`config.mk`:
```
export PLATFORM = sky130hd
export DESIGN_NAME = uti_core
export DESIGN_NICKNAME = d
export VERILOG_FILES = /design/src/uti_pkg.sv /design/src/uti_core.sv
export SDC_FILE = /design/constraint.sdc
export NUM_CORES = 1
export LEC_CHECK = 0
export BUFFER_PORTS_ARGS = -buffer_cell sky130_fd_sc_hd__buf_2
export CORE_MARGIN = 5
export CORE_UTILIZATION = 26
export DETAILED_ROUTE_END_ITERATION = 10
export PLACE_DENSITY = 0.39
export SETUP_SLACK_MARGIN = 0.5
export SKIP_LAST_GASP = 1
export SLEW_MARGIN = 20
export SYNTH_ARGS = -nofsm -noshare
export SYNTH_HDL_FRONTEND = slang
export SYNTH_SLANG_ARGS = --single-unit
```
`constraint.sdc`:
```
create_clock -name CLK_SYS_I -period 16.35 [get_ports CLK_SYS_I]
set_input_delay 0.8175 -clock CLK_SYS_I [delete_from_list [all_inputs] [get_ports CLK_SYS_I]]
set_output_delay 0.8175 -clock CLK_SYS_I [all_outputs]
set_load 0.05 [all_outputs]
```
`src/uti_pkg.sv`:
```
package uti_pkg;

	// operand width selection in the extension word
	localparam logic [1:0] SIZE_BYTE = 2'h0;
	localparam logic [1:0] SIZE_WORD = 2'h1;
	localparam logic [1:0] SIZE_LONG = 2'h2;

	// extension word field positions
	localparam int EXT_SIGNED_BIT = 11;
	localparam int EXT_ROUND_BIT  = 10;
	localparam int EXT_TABLE_BIT  = 8;
	localparam int EXT_SIZE_LSB   = 6;
	localparam int EXT_DYN_LSB    = 0;

	// opcode word effective address field positions
	localparam int EA_MODE_LSB = 3;
	localparam int EA_REG_LSB  = 0;

	// addressing modes: data register form, plus the control modes accepted in table mode
	localparam logic [2:0] EA_MODE_DREG   = 3'h0;
	localparam logic [2:0] EA_MODE_IND    = 3'h2;
	localparam logic [2:0] EA_MODE_DISP   = 3'h5;
	localparam logic [2:0] EA_MODE_INDEX  = 3'h6;
	localparam logic [2:0] EA_MODE_EXT    = 3'h7;
	localparam logic [2:0] EA_REG_ABS_W   = 3'h0;
	localparam logic [2:0] EA_REG_PC_IDX  = 3'h3;

	// independent variable layout in the destination register
	localparam int FRAC_W    = 8;
	localparam int INDEX_LSB = 8;
	localparam int INDEX_W   = 8;

	// long unrounded results keep this many integer bits
	localparam int LONG_INT_W = 24;

	// one half of the adjusted difference fraction
	localparam logic [41:0] ROUND_HALF = 42'h00000000080;

	// reset values
	localparam logic [31:0] RESULT_RST = 32'h00000000;

endpackage : uti_pkg

```
`src/uti_core.sv`:
```
`timescale 1ns/10ps

module uti_core
	import uti_pkg::*;
#(
	parameter int DATA_W = 32,
	parameter int ADDR_W = 32
) (
	// clock, reset, enable
	input  wire logic              CLK_SYS_I,
	input  wire logic              RST_I,
	input  wire logic              CE_I,
	// instruction request from the decoder
	input  wire logic              START_I,
	input  wire logic [15:0]       OPWORD_I,
	input  wire logic [15:0]       EXTWORD_I,
	input  wire logic [DATA_W-1:0] DEST_DATA_I,
	input  wire logic [DATA_W-1:0] SRC_M_DATA_I,
	input  wire logic [DATA_W-1:0] SRC_N_DATA_I,
	input  wire logic [ADDR_W-1:0] EA_ADDR_I,
	input  wire logic              X_FLAG_I,
	// table entry fetch
	output logic                   MEM_REQ_O,
	output logic [ADDR_W-1:0]      MEM_ADDR_O,
	output logic [1:0]             MEM_SIZE_O,
	input  wire logic              MEM_ACK_I,
	input  wire logic [DATA_W-1:0] MEM_DATA_I,
	// result and condition flags
	output logic                   BUSY_O,
	output logic                   DONE_O,
	output logic                   ILLEGAL_O,
	output logic [DATA_W-1:0]      RESULT_O,
	output logic                   FLAG_X_O,
	output logic                   FLAG_N_O,
	output logic                   FLAG_Z_O,
	output logic                   FLAG_V_O,
	output logic                   FLAG_C_O
);

	////////////////////////////////////////////////////////////////////////////
	// helpers

	function automatic logic [31:0] size_mask(input logic [1:0] sz);
		unique case (sz)
			SIZE_BYTE: size_mask = 32'h000000FF;
			SIZE_WORD: size_mask = 32'h0000FFFF;
			default:   size_mask = 32'hFFFFFFFF;
		endcase
	endfunction

	function automatic logic [2:0] size_bytes(input logic [1:0] sz);
		unique case (sz)
			SIZE_BYTE: size_bytes = 3'h1;
			SIZE_WORD: size_bytes = 3'h2;
			default:   size_bytes = 3'h4;
		endcase
	endfunction

	////////////////////////////////////////////////////////////////////////////
	// state

	typedef enum logic [3:0] {
		ST_IDLE   = 4'h1,
		ST_FETCH0 = 4'h2,
		ST_FETCH1 = 4'h4,
		ST_CALC   = 4'h8
	} uti_state_t;

	uti_state_t        state_ff;
	logic              round_ff;
	logic [1:0]        size_ff;
	logic [31:0]       dest_ff;
	logic [31:0]       entry0_ff;
	logic [31:0]       entry1_ff;

	////////////////////////////////////////////////////////////////////////////
	// request decode

	wire logic [2:0] ea_mode   = OPWORD_I[EA_MODE_LSB +: 3];
	wire logic [2:0] ea_reg    = OPWORD_I[EA_REG_LSB +: 3];
	wire logic [1:0] req_size  = EXTWORD_I[EXT_SIZE_LSB +: 2];
	wire logic       req_round = EXTWORD_I[EXT_ROUND_BIT];
	wire logic       req_table = EXTWORD_I[EXT_TABLE_BIT];

	wire logic size_ok     = (req_size != 2'h3);
	wire logic unsigned_ok = ~EXTWORD_I[EXT_SIGNED_BIT];

	wire logic ea_control = (ea_mode == EA_MODE_IND) ||
		(ea_mode == EA_MODE_DISP) || (ea_mode == EA_MODE_INDEX) ||
		((ea_mode == EA_MODE_EXT) && (ea_reg <= EA_REG_PC_IDX));

	// table bit and mode field must agree on which form is meant
	wire logic reg_mode = (ea_mode == EA_MODE_DREG);
	wire logic form_ok  = reg_mode ? ~req_table : (req_table & ea_control);

	wire logic req_legal = size_ok & unsigned_ok & form_ok;
	wire logic accept    = START_I & (state_ff == ST_IDLE);

	// first entry address: base plus index scaled by entry size
	wire logic [INDEX_W-1:0] index_byte = DEST_DATA_I[INDEX_LSB +: INDEX_W];
	wire logic [10:0] index_off = 11'(index_byte) * 11'(size_bytes(req_size));
	wire logic [ADDR_W-1:0] first_addr = EA_ADDR_I + ADDR_W'(index_off);
	wire logic [ADDR_W-1:0] next_addr  = MEM_ADDR_O + ADDR_W'(size_bytes(size_ff));

	// register mode: source m is entry n, source n is entry n+1
	wire logic [31:0] reg_entry0 = SRC_M_DATA_I[31:0] & size_mask(req_size);
	wire logic [31:0] reg_entry1 = SRC_N_DATA_I[31:0] & size_mask(req_size);
	wire logic [31:0] mem_entry  = MEM_DATA_I[31:0] & size_mask(size_ff);

	////////////////////////////////////////////////////////////////////////////
	// interpolation datapath

	wire logic [FRAC_W-1:0] frac = dest_ff[FRAC_W-1:0];

	// unsigned entries widen with a zero so the difference keeps its sign
	wire logic signed [32:0] diff = $signed({1'b0, entry1_ff}) - $signed({1'b0, entry0_ff});
	wire logic signed [41:0] adj  = diff * $signed({1'b0, frac});
	wire logic signed [41:0] base = $signed({2'h0, entry0_ff, 8'h00});
	// the sum lies between the two entries, so it is never negative
	wire logic signed [41:0] unrounded = base + adj;
	wire logic [41:0] rounded_sum = unrounded + ROUND_HALF;
	wire logic [31:0] rounded     = rounded_sum[39:8];
	wire logic [33:0] int_part    = unrounded[41:8];
	wire logic [7:0]  frac_part   = unrounded[7:0];

	wire logic [31:0] keep_mask = size_mask(size_ff);
	wire logic [31:0] rnd_value = (dest_ff & ~keep_mask) | (rounded & keep_mask);

	logic [31:0] unr_value;
	always_comb begin
		unique case (size_ff)
			SIZE_BYTE: unr_value = {16'h0000, int_part[7:0], frac_part};
			SIZE_WORD: unr_value = {8'h00, int_part[15:0], frac_part};
			default:   unr_value = {int_part[LONG_INT_W-1:0], frac_part};
		endcase
	end

	wire logic [31:0] final_value = round_ff ? unr_value : rnd_value;

	// rounded flags look at the written field; unrounded ones at the full register
	wire logic [31:0] flag_field = round_ff ? unr_value : (rounded & keep_mask);
	wire logic msb_byte = flag_field[7];
	wire logic msb_word = flag_field[15];
	wire logic msb_long = flag_field[31];
	wire logic res_neg  = round_ff ? msb_long :
		((size_ff == SIZE_BYTE) ? msb_byte : (size_ff == SIZE_WORD) ? msb_word : msb_long);
	wire logic res_zero = (flag_field == 32'h00000000);
	wire logic res_ovf  = round_ff & (size_ff == SIZE_LONG) &
		(|int_part[33:LONG_INT_W]);

	////////////////////////////////////////////////////////////////////////////
	// sequencing

	always_ff @(posedge CLK_SYS_I) begin
		if (RST_I) begin
			state_ff <= ST_IDLE;
		end else if (CE_I) begin
			unique case (state_ff)
				ST_IDLE: begin
					if (accept && req_legal) begin
						state_ff <= req_table ? ST_FETCH0 : ST_CALC;
					end
				end
				ST_FETCH0: begin
					if (MEM_ACK_I) begin
						state_ff <= ST_FETCH1;
					end
				end
				ST_FETCH1: begin
					if (MEM_ACK_I) begin
						state_ff <= ST_CALC;
					end
				end
				ST_CALC: begin
					state_ff <= ST_IDLE;
				end
			endcase
		end
	end

	// operand capture
	always_ff @(posedge CLK_SYS_I) begin
		if (RST_I) begin
			round_ff  <= 1'b0;
			size_ff   <= SIZE_BYTE;
			dest_ff   <= RESULT_RST;
			entry0_ff <= RESULT_RST;
			entry1_ff <= RESULT_RST;
		end else if (CE_I) begin
			if (accept && req_legal) begin
				round_ff  <= req_round;
				size_ff   <= req_size;
				dest_ff   <= DEST_DATA_I[31:0];
				entry0_ff <= reg_entry0;
				entry1_ff <= reg_entry1;
			end else if (MEM_ACK_I && state_ff == ST_FETCH0) begin
				entry0_ff <= mem_entry;
			end else if (MEM_ACK_I && state_ff == ST_FETCH1) begin
				entry1_ff <= mem_entry;
			end
		end
	end

	// entry fetch port: request stands until the second entry is acknowledged
	always_ff @(posedge CLK_SYS_I) begin
		if (RST_I) begin
			MEM_REQ_O  <= 1'b0;
			MEM_ADDR_O <= '0;
			MEM_SIZE_O <= SIZE_BYTE;
		end else if (CE_I) begin
			if (accept && req_legal && req_table) begin
				MEM_REQ_O  <= 1'b1;
				MEM_ADDR_O <= first_addr;
				MEM_SIZE_O <= req_size;
			end else if (MEM_ACK_I && state_ff == ST_FETCH0) begin
				MEM_ADDR_O <= next_addr;
			end else if (MEM_ACK_I && state_ff == ST_FETCH1) begin
				MEM_REQ_O <= 1'b0;
			end
		end
	end

	// busy covers every cycle from acceptance to the done pulse
	always_ff @(posedge CLK_SYS_I) begin
		if (RST_I) begin
			BUSY_O    <= 1'b0;
			DONE_O    <= 1'b0;
			ILLEGAL_O <= 1'b0;
		end else if (CE_I) begin
			DONE_O    <= (state_ff == ST_CALC);
			ILLEGAL_O <= accept & ~req_legal;
			if (accept && req_legal) begin
				BUSY_O <= 1'b1;
			end else if (state_ff == ST_CALC) begin
				BUSY_O <= 1'b0;
			end
		end
	end

	// result and N, Z, V, C hold until the next completed instruction; X is loaded at each legal acceptance
	always_ff @(posedge CLK_SYS_I) begin
		if (RST_I) begin
			RESULT_O <= '0;
			FLAG_X_O <= 1'b0;
			FLAG_N_O <= 1'b0;
			FLAG_Z_O <= 1'b0;
			FLAG_V_O <= 1'b0;
			FLAG_C_O <= 1'b0;
		end else if (CE_I) begin
			if (accept && req_legal) begin
				FLAG_X_O <= X_FLAG_I;
			end
			if (state_ff == ST_CALC) begin
				RESULT_O <= DATA_W'(final_value);
				FLAG_N_O <= res_neg;
				FLAG_Z_O <= res_zero;
				FLAG_V_O <= res_ovf;
				FLAG_C_O <= 1'b0;
			end
		end
	end

endmodule // uti_core

```
# After elaboration in Yosys (flattened, before gate mapping)
# Cells that the tools add are included.
[word_totals] register_bits=177 latch_bits=0 ramBits=0 mem_bits_ro=0 word_cells=114 mem_count=0
[op_classes] addsub=5 multipliers=2 div=0 magnitude_cmp=1 eq_ne=17 shift=0 muxes=28 n_bitwise=17 n_reduce_logical=27
[ops] op="$mux W32" n=9
[ops] op="$pmux W32 S2" n=3
[ops] op="$and A32 B32 Y32" n=5
[ops] op="$add A41 B42 Y42" n=1
[ops] op="$mul A33 B9 Y42" n=1
[ops] op="$add A40 B8 Y40 const B" n=1
[ops] op="$sub A32 B32 Y33" n=1
[ops] op="$add A32 B11 Y32" n=1
[ops] op="$add A32 B3 Y32" n=1
[ops] op="$logic_not A32 Y1" n=1
[ops] op="$not A32 Y32" n=1
[ops] op="$or A32 B32 Y32" n=1
[ops] op="$mux W4" n=4
[ops] op="$pmux W4 S4" n=1
[ops] op="$pmux W3 S2" n=2
[ops] op="$reduce_and A2 Y1" n=6
[ops] op="$mul A8 B3 Y11" n=1
[ops] op="$reduce_bool A2 Y1" n=5
[ops] op="$reduce_or A10 Y1" n=1
[ops] op="$eq A3 B3 Y1 const B" n=3
[ops] op="$mux W1" n=9
[ops] op="$and A1 B1 Y1" n=7
[ops] op="$ne A2 B1 Y1 const B" n=3
[ops] op="$ne A2 B2 Y1 const B" n=3
[ops] op="15 further kinds" n=26

# Logic depth before layout (Yosys ltp)
[logic_depth] depth_word=11 ltp_mapped=41 ltp_nobuf=38

# Least setup slack after synthesis
# No wires, ideal clock.
[synth_timing] path_kind="reg2reg" start="register entry0_ff[0]" end="register FLAG_Z_O" setup_ns=0.079 t_arrival_ns=9.254 required_ns=16.271 slack_ns=7.017 stages_incl_launch_ff=36 path_buffers=1 period_less_slack_ns=9.333 cell_sequence="dfxtp_1 > ha_1 > fa_1 > nor2b_1 > o21ai_0 > a21boi_0 > o21a_1 > o21a_1 > o21ai_0 > a21oi_1 > o21ai_0 > a21boi_0 > o21ai_0 > and3_1 > clkbuf_1 > or3b_2 > fa_1 > inv_1 > fa_1 > fa_1 > fa_1 > inv_1 > fa_1 > inv_1 > ha_1 > a21oi_1 > o21ai_2 > mux2_2 > a211oi_4 > nand4_2 > or4_4 > or3_4 > or3_4 > or3_1 > a211o_1 > a211oi_2"
[synth_via] elab_chain_len=7 word_cells_on_any_way=8 classes_between="add/sub: 3; mul: 1; mux: 2; bitwise: 1; reduce/logical: 1"
[synth_lines] element="start, declared" line_no="uti_core.sv:73" rtl="logic [31:0] entry0_ff;"
[synth_lines] element="start signal, assigned" line_no="uti_core.sv:194" rtl="entry0_ff <= reg_entry0;"
[synth_lines] element="start signal, assigned" line_no="uti_core.sv:197" rtl="entry0_ff <= mem_entry;"
[synth_lines] element="$sub A32 B32 Y33" line_no="uti_core.sv:116" rtl="wire logic signed [32:0] diff = $signed({1'b0, entry1_ff}) - $signed({1'b0, entry0_ff});"
[synth_lines] element="$mul A33 B9 Y42" line_no="uti_core.sv:117" rtl="wire logic signed [41:0] adj = diff * $signed({1'b0, frac});"
[synth_lines] element="$add A41 B42 Y42 *" line_no="uti_core.sv:120" rtl="wire logic signed [41:0] unrounded = base + adj;"
[synth_lines] element="$add A40 B8 Y40" line_no="uti_core.sv:121" rtl="wire logic [41:0] rounded_sum = unrounded + ROUND_HALF;"
[synth_lines] element="$and A32 B32 Y32" line_no="uti_core.sv:141" rtl="wire logic [31:0] flag_field = round_ff ? unr_value : (rounded & keep_mask);"
[synth_lines] element="$mux W32 *" line_no="uti_core.sv:141"
[synth_lines] element="$logic_not A32 Y1 *" line_no="uti_core.sv:147" rtl="wire logic res_zero = (flag_field == 32'h00000000);"
[synth_lines] element="end signal, assigned" line_no="uti_core.sv:256" rtl="FLAG_Z_O <= res_zero;"
[synth_lines] element="end, declared" line_no="uti_core.sv:35" rtl="output logic FLAG_Z_O,"
# Every way passes the cells marked *; elsewhere a longest branch is shown, timed or not.
# A chain may end at the register's enable or synchronous reset.

# Final worst setup path
[layout_timing] start="register entry0_ff[0]" end="register RESULT_O[26]"
[layout_via] elab_chain_len=7 word_cells_on_any_way=8 classes_between="add/sub: 3; mul: 1; mux: 2; bitwise: 2"
[layout_lines] element="$sub A32 B32 Y33" line_no="uti_core.sv:116"
[layout_lines] element="$mul A33 B9 Y42" line_no="uti_core.sv:117"
[layout_lines] element="$add A41 B42 Y42 *" line_no="uti_core.sv:120"
[layout_lines] element="$add A40 B8 Y40" line_no="uti_core.sv:121"
[layout_lines] element="$and A32 B32 Y32" line_no="uti_core.sv:127" rtl="wire logic [31:0] rnd_value = (dest_ff & ~keep_mask) | (rounded & keep_mask);"
[layout_lines] element="$or A32 B32 Y32" line_no="uti_core.sv:127"
[layout_lines] element="$mux W32 *" line_no="uti_core.sv:138" rtl="wire logic [31:0] final_value = round_ff ? unr_value : rnd_value;"
[layout_lines] element="end signal, assigned" line_no="uti_core.sv:254" rtl="RESULT_O <= DATA_W'(final_value);"
[layout_lines] element="end, declared" line_no="uti_core.sv:32" rtl="output logic [DATA_W-1:0] RESULT_O,"
# Marks and branches as above.

==> results.md <==
- Setup TNS: 0 ps
- Area of the multi-input gates: 17200 sq um
- Worst Reg2Reg Path Length in Cells: 34
- R2R Path End: RESULT_O[26]
- Crit path arrival time: 11240 ps
- Worst-path fanout max: 8
- Die area: 93200 sq um
- Met2 usage: 28.9%
- Least-Margin Pin Slew: 1100 ps
- Core footprint: 86600 sq um
- CTS resizes: 0
- CP endpoint kind: flip-flop
- Largest family of logic cells by synthesized area: adder cells
- Crit. Startpoint: entry0_ff[0]
- Setup Buffers After CTS: 0
- Via count: 20500
- IO buf count: 248
- Clk_lat worst skew: 520 ps
- HPWL after detailed placement: 60600 um
- Instance area after placement: 24900 sq um
- GR peak layer: met2
- Reg2Reg Launch Point: entry0_ff[0]
- Global Route met1 Usage: 19.5%
- Hold Crit Depth: 2
- Mux cell area share after synthesis: 0.635%
- Chip width: 305 um
- Clock sinks: 177
- Worst Hold End: dest_ff[2]
- Hold Crit Class: reg2reg
- Vias in the first global route: 21600
- Min-delay src: dest_ff[2]
- Post-CTS Hold Buffers: 0
- Filler cells: 9296
- # rows: 108
- Worst R2R Setup Slack: 5460 ps
- Post-synth top area cell: fa_1
- Sequential cell area: 3550 sq um
- First-pass GRT wire length: 122000 um
- EDFF count, synth: 0
- Layout cells sized above 1: 12.0%
- Synth area leaders: fa_1 22%, dfxtp_1 16%, ha_1 7.6%
- Root Buffer: clkbuf_16
- Fin worst setup slack: 5460 ps
- Ys async rst share: 0%
- Final period utilization: 66.6%
- Final Max Tran Viols: 0
- Total track usage: 16.3%
- Pre-CTS worst setup slack: 5230 ps
- Syn Nets: 3429
- Highest clock rate: 0.0919 GHz
- Post-synthesis compound-gate area fraction: 19.0%
- VDD IR max: 76.4 uV
- RSZ-0062 raised after global routing: false
- Post-Route WL: 76300 um
- DR vias/cell: 4.95
- Mapped cell area: 22700 sq um
- Total chip power: 1.37 mW
- Initial antenna violation count: 9
- Max-cap violations: 0
- Top FF cell, synth: dfxtp_1
- Mapped Cells: 2840
- Worst setup SP type: flip-flop
- Avg Synthesized Cell Area: 7.98 sq um
- Drt drc: 0
- Setup CP Type: reg2reg
- Met3 Use GR: 3.40%
- Area growth syn-to-layout: 12.9%
- Status: finished clean
- Final ANT Viol Nets: 0
- Synth top area share: 22.3%
- Pwr per Cell Area: 53.6 nW/um^2
- Slew HR: 26.7%
- Htree depth: 4
- Minimum clock period: 10890 ps
- I/O pins: 273
- Post-Synth Adder-Cell Area: 30.0%
- Final Wtd Congestion: 0.843
- Final setup vio count: 0
- CP required: 16700 ps
- Die height: 305 um
- Overflow left after global routing: 0
- Num CTS Buffers: 17
- WHS: 457 ps
- Critical-path top delay cell: xnor2_1
- Drt first pass iters: 5
- Final Cell Area: 25600 sq um
- Final hold violation count: 0
- Max Root-Sink Buffers: 2
- CP max stage delay: 580 ps
- Initial Utilization: 26.2%
- Seq cells post-synth: 177
- Largest net degree at the start of global routing: 79
- Leakage: 11.4 nW
- Reg clk slew, reported paths: 100 ps
- Crit-path most repeated cell: fa_1
- Post-synthesis sequential area ratio: 15.6%
- Xor-xnor portion of the synthesized cell area: 3.86%
- Yosys Warn Count: 0
- Layout Nets: 3557
- Clock Skew: 24.2 ps
- Synth Area in Simple Gates: 22.2%
- Routed WL per cell: 18.4 um
- CTS tree: done
- Netlist cell types: 85
- Number of DRC markers in iteration 0: 1039
==> state kept, by name, summed over array words and instances, names as in the netlist, 2 cells and up <==
name        flops
entry1_ff      32
size_ff         2
dest_ff        32
entry0_ff      32
RESULT_O       32
state_ff        4
MEM_SIZE_O      2
MEM_ADDR_O     32
==> how the worst max path moves through the flow <==
stage	endpoint	slack, ps	cells after the start
floorplan	FLAG_Z_O	7020	35
global placement	FLAG_Z_O	5350	34
detailed placement	RESULT_O[26]	5230	34
CTS	RESULT_O[26]	5210	34
global route	RESULT_O[26]	4660	34
finish	RESULT_O[26]	5460	34
==> power breakdown <==
part	leakage, nW	switching, mW	internal (mW)	total, mW
combinational	9.70	0.310	0.151	0.461
sequential	1.43	0.00567	0.437	0.443
clock	0.307	0.252	0.215	0.467
==> routing by layer <==
layer / up-vias / routed length (um)
li1: 9931 / -
met1: 10000 / 32500
met2: 412 / 37600
met3: 108 / 3630
met4: 6 / 2500
met5: - / 47
==> cell type report <==
type,count,area share (%)
Timing Repair Buffer,271,5.55
Antenna cell,7,0.0684
Multi-Input combinational cell,2140,67.1
Tap cell,1155,5.65
Clock buffer,17,1.66
Inverter,361,5.29
Sequential cell,177,13.9
Clock inverter,15,0.816
==> kinds of logic (layout without fill, tap and decap cells) <==
logic type	after synthesis	count (layout)
simple gates	995	995
xor+xnor	100	100
other cells	1	8
compound gates	639	639
fa+ha+maj	391	391
flops	177	177
buf+inv	523	664
mux	14	14
==> through the flow <==
stage          util [%]  cells
5_1_grt            29.5   4138
3_5_place_dp       28.8   4104
2_1_floorplan         -   2840
6_report           29.5   4143
3_3_place_gp       28.8   4104
4_1_cts            29.5   4136
==> worst max-delay path: cells and delay by family, from the launching register on <==
| kind | cells | cell delay (ps) |
|---|---|---|
| AOI/OAI and AO/OA | 15 | 4240 |
| adders and majority gates | 8 | 3570 |
| and+or+nand+nor | 6 | 1580 |
| xor gates and xnor gates | 2 | 810 |
| DFF | 1 | 370 |
| buffers and inverters | 3 | 150 |
==> synth_stat cells (all sizes together), types with 8 or more instances <==
| library cell | instances |
|---|---|
| mux2i | 11 |
| inv | 361 |
| nand2 | 320 |
| clkbuf | 146 |
| fa | 253 |
| dfxtp | 177 |
| o21ai | 98 |
| a21o | 32 |
| and3 | 23 |
| ha | 138 |
| and2 | 106 |
| o21bai | 10 |
| buf | 16 |
| nand3b | 20 |
| or3 | 17 |
| a211o | 12 |
| nand4 | 26 |
| and3b | 16 |
| a21boi | 16 |
| a211oi | 108 |
| a21oi | 183 |
| xnor2 | 68 |
| nor3 | 87 |
| o31ai | 9 |
| nor4 | 23 |
| xor2 | 32 |
| nand3 | 53 |
| a221oi | 54 |
| nor3b | 14 |
| nor2 | 185 |
| o21a | 13 |
| nor2b | 40 |
| a31oi | 23 |
| or2 | 8 |
| o211ai | 20 |
| nand2b | 18 |
==> layout by cell type (no fill, tap or decap), types with 23 or more instances in the layout <==
cell type	synthesis	routed
ha_1	138	138
fa_1	253	253
nand2_1	320	320
o21ai_0	90	90
a21o_1	32	32
nand3_1	53	53
dfxtp_1	177	172
a21oi_1	182	181
nor3_1	87	87
xor2_1	32	32
buf_4	3	23
xnor2_1	68	68
nor2b_1	40	40
a211oi_1	103	103
inv_1	360	360
and2_1	106	105
a31oi_1	23	23
and3_1	23	23
buf_2	6	247
nor2_1	183	178
a221oi_1	54	54
nand4_1	25	25
Power figures use the tool's default switching activity.
